--- config.mk ---
export PLATFORM = sky130hd
export DESIGN_NAME = psu_seq_cmd
export DESIGN_NICKNAME = d
export VERILOG_FILES = /design/src/hdl/psu_cmd_pkg.sv /design/src/hdl/slot_delay_timer.sv /design/src/hdl/psu_seq_cmd.sv
export SDC_FILE = /design/constraint.sdc
export NUM_CORES = 1
export LEC_CHECK = 0
export ABC_AREA = 1
export BUFFER_PORTS_ARGS = -buffer_cell sky130_fd_sc_hd__buf_4
export CORE_UTILIZATION = 30
export CTS_CLUSTER_DIAMETER = 200
export DETAILED_ROUTE_END_ITERATION = 8
export RECOVER_POWER = 100
export SYNTH_ARGS = -nofsm -noshare
export SYNTH_HDL_FRONTEND = slang
export SYNTH_HIERARCHICAL = 1
export SYNTH_SLANG_ARGS = --single-unit
--- constraint.sdc ---
create_clock -name pclk -period 3.65 [get_ports pclk]
set_input_delay 0.73 -clock pclk [delete_from_list [all_inputs] [get_ports pclk]]
set_output_delay 0.73 -clock pclk [all_outputs]
set_load 0.01 [all_outputs]
--- src/hdl/psu_cmd_pkg.sv ---
// Constants and types shared by the supply command handler
package psu_cmd_pkg;
   // Clock and time base
   localparam int CLK_NS     = 8;
   localparam int MS_NS      = 1000000;
   localparam int CYC_PER_MS = (MS_NS + CLK_NS - 1) / CLK_NS;
   localparam int MIN_MS     = 60000;
   localparam int MIN_WRAP   = 60;
   // Argument limits
   localparam int DELAY_MAX  = 39000;
   localparam int START_MIN  = 80;
   localparam int START_MAX  = 240;
   localparam int STOP_MIN   = 75;
   localparam int STOP_MAX   = 150;
   localparam int THR_GAP    = 5;
   // Reset values
   localparam logic [7:0]  START_RST = 8'h5a;
   localparam logic [7:0]  STOP_RST  = 8'h50;
   localparam logic [15:0] DELAY_RST = 16'h0000;
   localparam logic [1:0]  SEL_RST   = 2'h0;
   // APB byte offsets
   localparam logic [7:0] A_CMD    = 8'h00;
   localparam logic [7:0] A_ARG    = 8'h04;
   localparam logic [7:0] A_REPLY  = 8'h08;
   localparam logic [7:0] A_STATUS = 8'h0c;
   localparam logic [7:0] A_THR    = 8'h10;
   // Leading command byte, then byte two selectors
   localparam logic [7:0] C_TON  = 8'h0f;
   localparam logic [7:0] C_TOFF = 8'h10;
   localparam logic [7:0] C_THR  = 8'h17;
   localparam logic [7:0] C_SLOT = 8'h1a;
   localparam logic [7:0] C_READ = 8'h1e;
   localparam logic [7:0] S_START = 8'h00;
   localparam logic [7:0] S_STOP  = 8'h01;
   localparam logic [7:0] S_IL    = 8'h1d;
   localparam logic [7:0] S_SEL   = 8'h1c;
   // Bytes two to four of read style commands
   localparam logic [23:0] K_RD_TON   = 24'h091d01;
   localparam logic [23:0] K_RD_TOFF  = 24'h091d02;
   localparam logic [23:0] K_RD_START = 24'h091c00;
   localparam logic [23:0] K_RD_STOP  = 24'h091c01;
   localparam logic [23:0] K_RD_IL    = 24'h091e1c;
   localparam logic [23:0] K_RD_CODE  = 24'h091e10;
   localparam logic [23:0] K_RD_LATCH = 24'h091e15;
   localparam logic [23:0] K_RD_SEL   = 24'h091f00;
   localparam logic [23:0] K_STORE    = 24'h090010;
   localparam logic [23:0] K_VIN      = 24'h080001;
   localparam logic [23:0] K_FREQ     = 24'h08001f;
   localparam logic [23:0] K_TEMP     = 24'h080e00;
   localparam logic [23:0] K_MIN      = 24'h081000;
   localparam logic [23:0] K_HR_LO    = 24'h081001;
   localparam logic [23:0] K_HR_HI    = 24'h081002;
   // Error and stop codes
   localparam logic [7:0] E_NONE  = 8'h00;
   localparam logic [7:0] E_RANGE = 8'h01;
   localparam logic [7:0] E_EMPTY = 8'h05;
   localparam logic [7:0] E_BAD   = 8'he0;
   localparam logic [7:0] SC_NONE = 8'h00;
   localparam logic [7:0] SC_REM  = 8'h02;
   localparam logic [7:0] SC_DROP = 8'h0a;
   localparam logic [7:0] SC_IL   = 8'hde;
   // Delay timer states
   typedef enum logic [1:0] {
      T_IDLE = 2'b00,
      T_ON   = 2'b01,
      T_OFF  = 2'b10
   } timer_state_t;
endpackage

--- src/hdl/slot_delay_timer.sv ---
// Millisecond delay timer for one output slot
`timescale 1ns/1ps
`default_nettype none
module slot_delay_timer
   import psu_cmd_pkg::*;
(
   input  wire logic        pclk,
   input  wire logic        presetn,
   input  wire logic        tick,
   input  wire logic        start_on,
   input  wire logic        start_off,
   input  wire logic [15:0] delay,
   output logic             fire_on,
   output logic             fire_off
);
   timer_state_t state_q;  // Pending action
   logic [15:0]  left_q;   // Ticks still to wait

   // Newest request replaces a pending one; zero delay fires at once
   always_ff @(posedge pclk or negedge presetn) begin
      if (!presetn) begin
         state_q <= T_IDLE;
         left_q  <= 16'h0000;
      end else if (start_on || start_off) begin
         state_q <= start_on ? T_ON : T_OFF;
         left_q  <= delay;
      end else if (state_q != T_IDLE) begin
         if (left_q == 16'h0000) begin
            state_q <= T_IDLE;
         end else if (tick) begin
            left_q <= left_q - 16'h0001;
         end
      end
   end

   // Fire once the count is spent
   always_comb begin
      fire_on  = (state_q == T_ON) && (left_q == 16'h0000);
      fire_off = (state_q == T_OFF) && (left_q == 16'h0000);
   end
endmodule
`default_nettype wire

--- src/hdl/psu_seq_cmd.sv ---
// Sequence, monitor and status command handler behind APB
`timescale 1ns/1ps
`default_nettype none
module psu_seq_cmd
   import psu_cmd_pkg::*;
#(
   parameter int CYC_MS = CYC_PER_MS,
   parameter int MS_MIN = MIN_MS
) (
   input  wire logic        pclk,
   input  wire logic        presetn,
   input  wire logic        psel,
   input  wire logic        penable,
   input  wire logic        pwrite,
   input  wire logic [7:0]  paddr,
   input  wire logic [31:0] pwdata,
   output logic [31:0]      prdata,
   output logic             pready,
   output logic             pslverr,
   input  wire logic        input_ok,
   input  wire logic [2:0]  slot_present,
   input  wire logic [2:0]  on_req,
   input  wire logic [2:0]  off_req,
   input  wire logic [2:0]  fault_evt,
   input  wire logic [7:0]  fault_code,
   input  wire logic        latch_clear,
   input  wire logic [15:0] vin_rms,
   input  wire logic [15:0] vin_freq,
   input  wire logic [15:0] temp_c,
   output logic [2:0]       out_en,
   output logic [7:0]       start_thr_act,
   output logic [7:0]       stop_thr_act,
   output logic             nv_commit
);
   initial begin
      if (CYC_MS < 2 || CYC_MS > 131072 || MS_MIN < 2 || MS_MIN > 65535) begin
         $error("unsupported timing parameters");
      end
   end

   ////////////////////////////////////////////////////////////////////
   // Declarations
   logic [15:0] ton_q [3];     // Turn-on delay per slot
   logic [15:0] toff_q [3];    // Turn-off delay per slot
   logic [3:0]  il_q [3];      // Interlock bitmap per slot
   logic [7:0]  code_q [3];    // Stop cause per slot
   logic [1:0]  sel_q;         // Selected slot, zero based
   logic [7:0]  start_q;       // Start threshold as set
   logic [7:0]  stop_q;        // Stop threshold as set
   logic [7:0]  start_nv_q;    // Start threshold as stored
   logic [7:0]  stop_nv_q;     // Stop threshold as stored
   logic [15:0] arg_q;         // Argument of next command
   logic [15:0] rep_q;         // Last reply value
   logic [7:0]  err_q;         // Last error code
   logic [2:0]  latched_q;     // Latch stopped slots
   logic [2:0]  en_q;          // Output enables
   logic [1:0]  in_sync_q;     // Input present synchroniser
   logic        in_q;          // Input present, delayed
   logic [16:0] div_q;         // Millisecond divider
   logic        tick;          // One cycle per millisecond
   logic [15:0] ms_q;          // Milliseconds in minute
   logic [5:0]  min_q;         // Minutes 0..59
   logic [31:0] hr_q;          // Hours
   logic        commit_q;      // Storage commit pulse
   logic        wr_cmd;        // Command write
   logic        wr_arg;        // Argument write
   logic [7:0]  b0;            // Frame byte 0
   logic [7:0]  b2;            // Frame byte 2
   logic [23:0] key;           // Frame bytes 2..4
   logic [15:0] rep_d;         // Reply value
   logic [7:0]  err_d;         // Error code
   logic        do_ton;        // Store turn-on delay
   logic        do_toff;       // Store turn-off delay
   logic        do_start;      // Store start threshold
   logic        do_stop;       // Store stop threshold
   logic        do_il;         // Store interlock bitmap
   logic        do_sel;        // Store selected slot
   logic        do_store;      // Save settings
   logic [2:0]  fire_on;       // Delayed turn on
   logic [2:0]  fire_off;      // Delayed turn off
   logic [2:0]  il_hit;        // Stop forced by other slot
   logic        all_latched;   // Every present slot latched
   logic        in_rise;       // Input came back
   logic        in_fall;       // Input went away
   logic [3:0]  present_map;   // Presence in bitmap form

   ////////////////////////////////////////////////////////////////////
   // APB slave, zero wait states
   assign pready = 1'b1;
   assign wr_cmd = psel && penable && pwrite && (paddr == A_CMD);
   assign wr_arg = psel && penable && pwrite && (paddr == A_ARG);
   assign b0  = pwdata[31:24];
   assign b2  = pwdata[23:16];
   assign key = pwdata[23:0];
   assign present_map = {slot_present, |slot_present};

   // Unmapped offsets answer with an error
   always_comb begin
      pslverr = 1'b0;
      if (psel && penable) begin
         pslverr = !(paddr inside {A_CMD, A_ARG, A_REPLY, A_STATUS, A_THR});
      end
   end

   // Read mux, all sources are flops
   always_comb begin
      prdata = 32'h0000_0000;
      case (paddr)
         A_ARG:    prdata = {16'h0000, arg_q};
         A_REPLY:  prdata = {8'h00, err_q, rep_q};
         A_STATUS: prdata = {20'h00000, 2'b00, sel_q, 1'b0, latched_q, 1'b0, en_q};
         A_THR:    prdata = {start_thr_act, stop_thr_act, start_q, stop_q};
         default:  prdata = 32'h0000_0000;
      endcase
   end

   ////////////////////////////////////////////////////////////////////
   // Command decode
   always_comb begin
      rep_d    = 16'h0000;
      err_d    = E_NONE;
      do_ton   = 1'b0;
      do_toff  = 1'b0;
      do_start = 1'b0;
      do_stop  = 1'b0;
      do_il    = 1'b0;
      do_sel   = 1'b0;
      do_store = 1'b0;
      case (b0)
         C_TON: begin
            if (arg_q > 16'(DELAY_MAX)) err_d = E_RANGE;
            else begin
               do_ton = 1'b1;
               rep_d  = arg_q;
            end
         end
         C_TOFF: begin
            if (arg_q > 16'(DELAY_MAX)) err_d = E_RANGE;
            else begin
               do_toff = 1'b1;
               rep_d   = arg_q;
            end
         end
         C_THR: begin
            rep_d = arg_q;
            if (b2 == S_START) begin
               if (arg_q < 16'(START_MIN) || arg_q > 16'(START_MAX) ||
                   arg_q <= {8'h00, stop_q} + 16'(THR_GAP)) err_d = E_RANGE;
               else do_start = 1'b1;
            end else if (b2 == S_STOP) begin
               if (arg_q < 16'(STOP_MIN) || arg_q > 16'(STOP_MAX) ||
                   arg_q + 16'(THR_GAP) >= {8'h00, start_q}) err_d = E_RANGE;
               else do_stop = 1'b1;
            end else err_d = E_BAD;
         end
         C_SLOT: begin
            rep_d = arg_q;
            if (b2 == S_IL) begin
               if (arg_q > 16'h000f) err_d = E_RANGE;
               else if ((arg_q[3:0] & present_map) == 4'h0) err_d = E_EMPTY;
               else do_il = 1'b1;
            end else if (b2 == S_SEL) begin
               if (arg_q < 16'h0001 || arg_q > 16'h0003) err_d = E_RANGE;
               else if (!slot_present[arg_q[1:0] - 2'd1]) err_d = E_EMPTY;
               else do_sel = 1'b1;
            end else err_d = E_BAD;
         end
         C_READ: begin
            case (key)
               K_RD_TON:   rep_d = ton_q[sel_q];
               K_RD_TOFF:  rep_d = toff_q[sel_q];
               K_RD_START: rep_d = {8'h00, start_q};
               K_RD_STOP:  rep_d = {8'h00, stop_q};
               K_RD_IL:    rep_d = {12'h000, il_q[sel_q]};
               K_RD_CODE:  rep_d = {8'h00, code_q[sel_q]};
               K_RD_LATCH: rep_d = {12'h000, latched_q, all_latched};
               K_RD_SEL:   rep_d = {14'h0000, sel_q + 2'd1};
               K_STORE:    do_store = 1'b1;
               K_VIN:      rep_d = vin_rms;
               K_FREQ:     rep_d = vin_freq;
               K_TEMP:     rep_d = temp_c;
               K_MIN:      rep_d = {10'h000, min_q};
               K_HR_LO:    rep_d = hr_q[15:0];
               K_HR_HI:    rep_d = hr_q[31:16];
               default:    err_d = E_BAD;
            endcase
         end
         default: err_d = E_BAD;
      endcase
   end

   ////////////////////////////////////////////////////////////////////
   // Argument and reply registers
   always_ff @(posedge pclk or negedge presetn) begin
      if (!presetn) begin
         arg_q <= 16'h0000;
         rep_q <= 16'h0000;
         err_q <= E_NONE;
      end else begin
         if (wr_arg) arg_q <= pwdata[15:0];
         if (wr_cmd) begin
            rep_q <= rep_d;
            err_q <= err_d;
         end
      end
   end

   // Settings; refused commands leave them untouched
   always_ff @(posedge pclk or negedge presetn) begin
      if (!presetn) begin
         sel_q   <= SEL_RST;
         start_q <= START_RST;
         stop_q  <= STOP_RST;
         for (int i = 0; i < 3; i++) begin
            ton_q[i]  <= DELAY_RST;
            toff_q[i] <= DELAY_RST;
            il_q[i]   <= 4'h0;
         end
      end else if (wr_cmd) begin
         if (do_ton)   ton_q[sel_q]  <= arg_q;
         if (do_toff)  toff_q[sel_q] <= arg_q;
         if (do_il)    il_q[sel_q]   <= arg_q[3:0];
         if (do_sel)   sel_q         <= arg_q[1:0] - 2'd1;
         if (do_start) start_q       <= arg_q[7:0];
         if (do_stop)  stop_q        <= arg_q[7:0];
      end
   end

   // saved copy becomes active only when input returns
   always_ff @(posedge pclk or negedge presetn) begin
      if (!presetn) begin
         start_nv_q    <= START_RST;
         stop_nv_q     <= STOP_RST;
         start_thr_act <= START_RST;
         stop_thr_act  <= STOP_RST;
      end else begin
         if (wr_cmd && do_store) begin
            start_nv_q <= start_q;
            stop_nv_q  <= stop_q;
         end
         if (in_rise) begin
            start_thr_act <= start_nv_q;
            stop_thr_act  <= stop_nv_q;
         end
      end
   end

   ////////////////////////////////////////////////////////////////////
   // Input presence, a pin, synchronised first
   always_ff @(posedge pclk or negedge presetn) begin
      if (!presetn) begin
         in_sync_q <= 2'b00;
         in_q      <= 1'b0;
      end else begin
         in_sync_q <= {in_sync_q[0], input_ok};
         in_q      <= in_sync_q[1];
      end
   end
   assign in_rise = in_sync_q[1] && !in_q;
   assign in_fall = !in_sync_q[1] && in_q;

   always_ff @(posedge pclk or negedge presetn) begin
      if (!presetn) div_q <= 17'h00000;
      else if (tick) div_q <= 17'h00000;
      else div_q <= div_q + 17'h00001;
   end
   assign tick = (div_q == 17'(CYC_MS - 1));

   // minute and hour counters while input is present
   always_ff @(posedge pclk or negedge presetn) begin
      if (!presetn) begin
         ms_q     <= 16'h0000;
         min_q    <= 6'h00;
         hr_q     <= 32'h0000_0000;
         commit_q <= 1'b0;
      end else begin
         commit_q <= 1'b0;
         if (in_sync_q[1] && tick) begin
            if (ms_q == 16'(MS_MIN - 1)) begin
               ms_q <= 16'h0000;
               commit_q <= 1'b1;
               if (min_q == 6'(MIN_WRAP - 1)) begin
                  min_q <= 6'h00;
                  hr_q <= hr_q + 32'h0000_0001;
               end else min_q <= min_q + 6'h01;
            end else ms_q <= ms_q + 16'h0001;
         end
         if (wr_cmd && do_store) commit_q <= 1'b1;
      end
   end
   assign nv_commit = commit_q;

   ////////////////////////////////////////////////////////////////////
   // Per slot timers and stop logic
   genvar g;
   generate
      for (g = 0; g < 3; g++) begin : slot
         slot_delay_timer timer (
            .pclk      (pclk),
            .presetn   (presetn),
            .tick      (tick),
            .start_on  (on_req[g]),
            .start_off (off_req[g]),
            .delay     (on_req[g] ? ton_q[g] : toff_q[g]),
            .fire_on   (fire_on[g]),
            .fire_off  (fire_off[g])
         );
         // bit 0 stands for every slot
         always_comb begin
            il_hit[g] = 1'b0;
            for (int j = 0; j < 3; j++) begin
               if (j != g && fault_evt[j] && (il_q[j][g + 1] || il_q[j][0])) begin
                  il_hit[g] = 1'b1;
               end
            end
         end
         // Own fault beats interlock, then input drop, then timers
         always_ff @(posedge pclk or negedge presetn) begin
            if (!presetn) begin
               en_q[g]      <= 1'b0;
               latched_q[g] <= 1'b0;
               code_q[g]    <= SC_NONE;
            end else if (fault_evt[g]) begin
               en_q[g]      <= 1'b0;
               latched_q[g] <= 1'b1;
               code_q[g]    <= fault_code;
            end else if (il_hit[g]) begin
               en_q[g]      <= 1'b0;
               latched_q[g] <= 1'b1;
               code_q[g]    <= SC_IL;
            end else begin
               // Clear loses to a same-cycle latch above
               if (latch_clear) latched_q[g] <= 1'b0;
               if (in_fall) begin
                  en_q[g]   <= 1'b0;
                  code_q[g] <= SC_DROP;
               end else if (fire_off[g]) begin
                  en_q[g]   <= 1'b0;
                  code_q[g] <= SC_REM;
               end else if (fire_on[g] && !latched_q[g] && in_sync_q[1]) begin
                  en_q[g]   <= 1'b1;
                  code_q[g] <= SC_NONE;
               end
            end
         end
      end
   endgenerate
   assign out_en = en_q;
   assign all_latched = (|slot_present) && ((latched_q | ~slot_present) == 3'b111);
endmodule
`default_nettype wire

==> flow_summary.ini <==
[grt]
grt_use_total_pct = 21.2
grt_use_met3_pct = 2.42
grtUsageMet2_pct = 34.5
grt_pass1_vias = 20510
grt_max_degree = 76
use_met1_pct = 28.1
overflow = 0
grt-busiest-layer = met2
grt_first_pass_wirelength_microns = 123000
antenna_found_initial = 0

[setup_path]
start_kind = flop
cp.arrival_ns = 2.58
cp_max_fo = 75
end_kind = primary output
worstRegToRegCells = 12
worstSetupPathType = flop to primary output
cp.required_ns = 2.92

[synth]
ys_ff_latch = 352
yosysSeqAreaShare_pct = 39.9
synth_area_per_cell_sq_um = 6.96
yosysWarnings = 6
synth_cell_types = 55
syn_nets = 3323
postSynthCellCount = 3177
synthTopCellsByArea = dfrtp_1 38%, nand2_1 16%, o21ai_0 7.5%
yosysTopAreaCell = dfrtp_1
yosysTopAreaCellShare_pct = 37.8
syn_area_sq_um = 22100

[detailed_routing]
dr.pass1.iters = 6
wl_per_cell_microns = 18.5
drtIter0Drc = 1860
routed_wl_microns = 79900
drtAntennaViolNets = 0
via_per_inst = 5.04
drc_errors = 0
vias = 21733

[layout]
antennaDiodeCount = 0
layout-drive-gt1-share_pct = 8.91
area_growth_pct = 14.8
layout.cells.non_filler = 4315
nNetsFinal = 3471
stdcell_area_sq_um = 25400
fillers = 7828

[min_path]
hp-class = primary input to flop
whs_path_depth = 1

[timing]
worst_pin_slew_ns = 2.09
relSlewSlack_pct = -39.3
finClkSkew_ns = 0.0409
max_freq_mhz = 302
period_needed_ns = 3.31
fin_crit_sh_pct = 90.8
finalSetupTns_ns = 0
finalSetupViolations = 0
hold_violations = 0
slew_viol_final = 74
rsz0062_at_grt = no

[power]
power_density_nw_per_um2 = 362
p_switching_mw = 2.48
power_leakage_nw = 12.0
seq_power_share_pct = 45.3
pwr-share-comb_pct = 9.2
clkPwrFrac_pct = 45.6
p_int_mw = 6.72
peakVddDrop_mv = 0.275
p_sw_share_pct = 26.9

[clock_tree]
worstSkewPairLatency_ns = 0.61
htreeDepth = 2
clock-sinks = 352
cts_setup_buffers = 0
hold_buffers = 0
numCtsBuffers = 42
cts_resized = 0
cts_tree = done
path_clk_slew_ns = 0.06
ctsLongestPathBuffers = 3
cts-root-buf = clkbuf_16

[outcome]
violations = max-capacitance violations, max-slew violations
outcome = complete, but fails checks

[floorplan]
die_w_microns = 274
boundaryPins = 169
die_area_sq_um = 74800
start_util_pct = 30.3
core-area_sq_um = 73000
die_h_microns = 274
std_cell_rows = 99

[flow_run]
drv_cap = 1

[placement]
placed_area_sq_um = 24500
dp_hpwl_microns = 60400
dp.cells = 4240
routabilityCongestion = 0.982
portBuffers = 167
==> kinds of logic (layout without fill, tap and decap cells) <==
logic type | after synthesis | in the layout | share of synthesized area, %
buf+inv | 508 | 687 | 9.32
mux | 12 | 12 | 0.577
fa+ha+maj | 31 | 31 | 1.75
xor+xnor | 69 | 69 | 2.73
flops | 352 | 352 | 39.9
simple gates | 1651 | 1651 | 32.3
compound gates | 553 | 553 | 13.4
other cells | 1 | 1 | 0.0170
==> state kept, by name (all words and copies together), names as in the netlist, 12 cells and up <==
name and cells:
toff_q 48, ton_q 48, hr_q 32, arg_q 16, div_q 17, il_q 12, slot.timer/left_q 48, ms_q 16
code_q 24, rep_q 16
==> cells in the final DEF, fill, tap and decap left out, types with 6 or more instances in the layout <==
master,count
inv_1,369
clkbuf_16,42
nor3_1,75
clkbuf_1,67
inv_2,10
o221ai_1,9
dfrtp_1,333
nand3b_1,13
o22ai_1,31
xor2_1,60
clkbuf_2,7
nand3_1,201
o21ai_0,361
buf_4,161
nor4_1,16
a22oi_1,9
clkinv_2,10
nor2_1,328
nand4_1,57
xnor2_1,9
nor2_2,11
nand2_1,921
a21oi_1,104
o21ai_1,12
ha_1,31
mux2_2,6
mux2i_1,6
dfstp_2,13
o211ai_1,6
==> cell type report <==
cell class | count | area (sq um) | share of cell area, %
Inverter | 382 | 1430 | 5.65
Clock inverter | 19 | 196 | 0.774
Timing Repair Buffer | 230 | 1520 | 6.00
Tap cell | 959 | 1200 | 4.73
Clock buffer | 56 | 1130 | 4.46
Multi-Input combinational cell | 2317 | 11100 | 43.6
Sequential cell | 352 | 8830 | 34.8
==> through the flow <==
step | utilization [%] | hold WS (ns) | power [mW] | setup slack (ns)
final | 34.8 | 0.262 | 9.20 | 0.336
after global routing | 34.8 | 0.256 | 9.57 | 0.160
after CTS | 35.4 | 0.149 | 9.34 | 0.432
after detailed placement | 33.6 | 0.341 | 5.12 | 0.513
after global placement | 33.6 | 0.337 | 5.11 | 0.573
after floorplan | - | 0.331 | 4.69 | 0.956
==> per-layer routing <==
layer / vias up / wire length (microns) / share of wire, %
met2: 734 / 36500 / 46
met4: 0 / 3890 / 4.9
met5: - / 0 / 0
li1: 10578 / - / -
met1: 10240 / 35000 / 44
met3: 181 / 4560 / 5.7
==> critical path, cell delays in order (launching register included) <==
cell and delay (ns):
dfrtp_2 0.64, clkbuf_4 0.78, a221oi_1 0.21, o21ai_0 0.15, buf_4 0.17
==> cell usage after synthesis, drive strengths merged <==
master,count
ha,31
a211oi,1
a21oi,104
or2,3
conb,1
o211ai,6
a22o,1
nand2,921
o21a,1
o22ai,31
o21ai,373
xor2,60
a211o,1
clkinv,3
buf,55
o2111ai,3
a31oi,3
nor3b,1
clkbuf,71
dfstp,18
nor4,18
mux2i,6
nand3b,15
nand3,207
inv,379
xnor2,9
and2,3
a22oi,9
and3,2
a221oi,5
nor2,344
a21boi,1
o31ai,5
dfrtp,334
nand4,58
o221ai,9
nor3,79
mux2,6
==> worst paths after layout <==
check	startpoint	to	slack, ns
max	sel_q[0]	prdata[8]	0.34
min	input_ok	in_sync_q[0]	0.26
max reg2reg	arg_q[5]	ton_q[42]	0.41
min reg2reg	in_sync_q[0]	in_sync_q[1]	0.35
max in group asynchronous	presetn	toff_q[44]	0.76
min in group asynchronous	presetn	out_en[0]	0.73
==> power groups by stage <==
stage          Sequential, mW  Combinational (mW)  Clock [mW]
2_1_floorplan            4.20               0.491           0
3_3_place_gp             4.23               0.880           0
3_5_place_dp             4.23               0.889           0
4_1_cts                  4.16               0.892        4.28
5_1_grt                  4.18               0.963        4.43
6_report                 4.17               0.844        4.19
No activity file was read; power rests on OpenSTA's default activity.
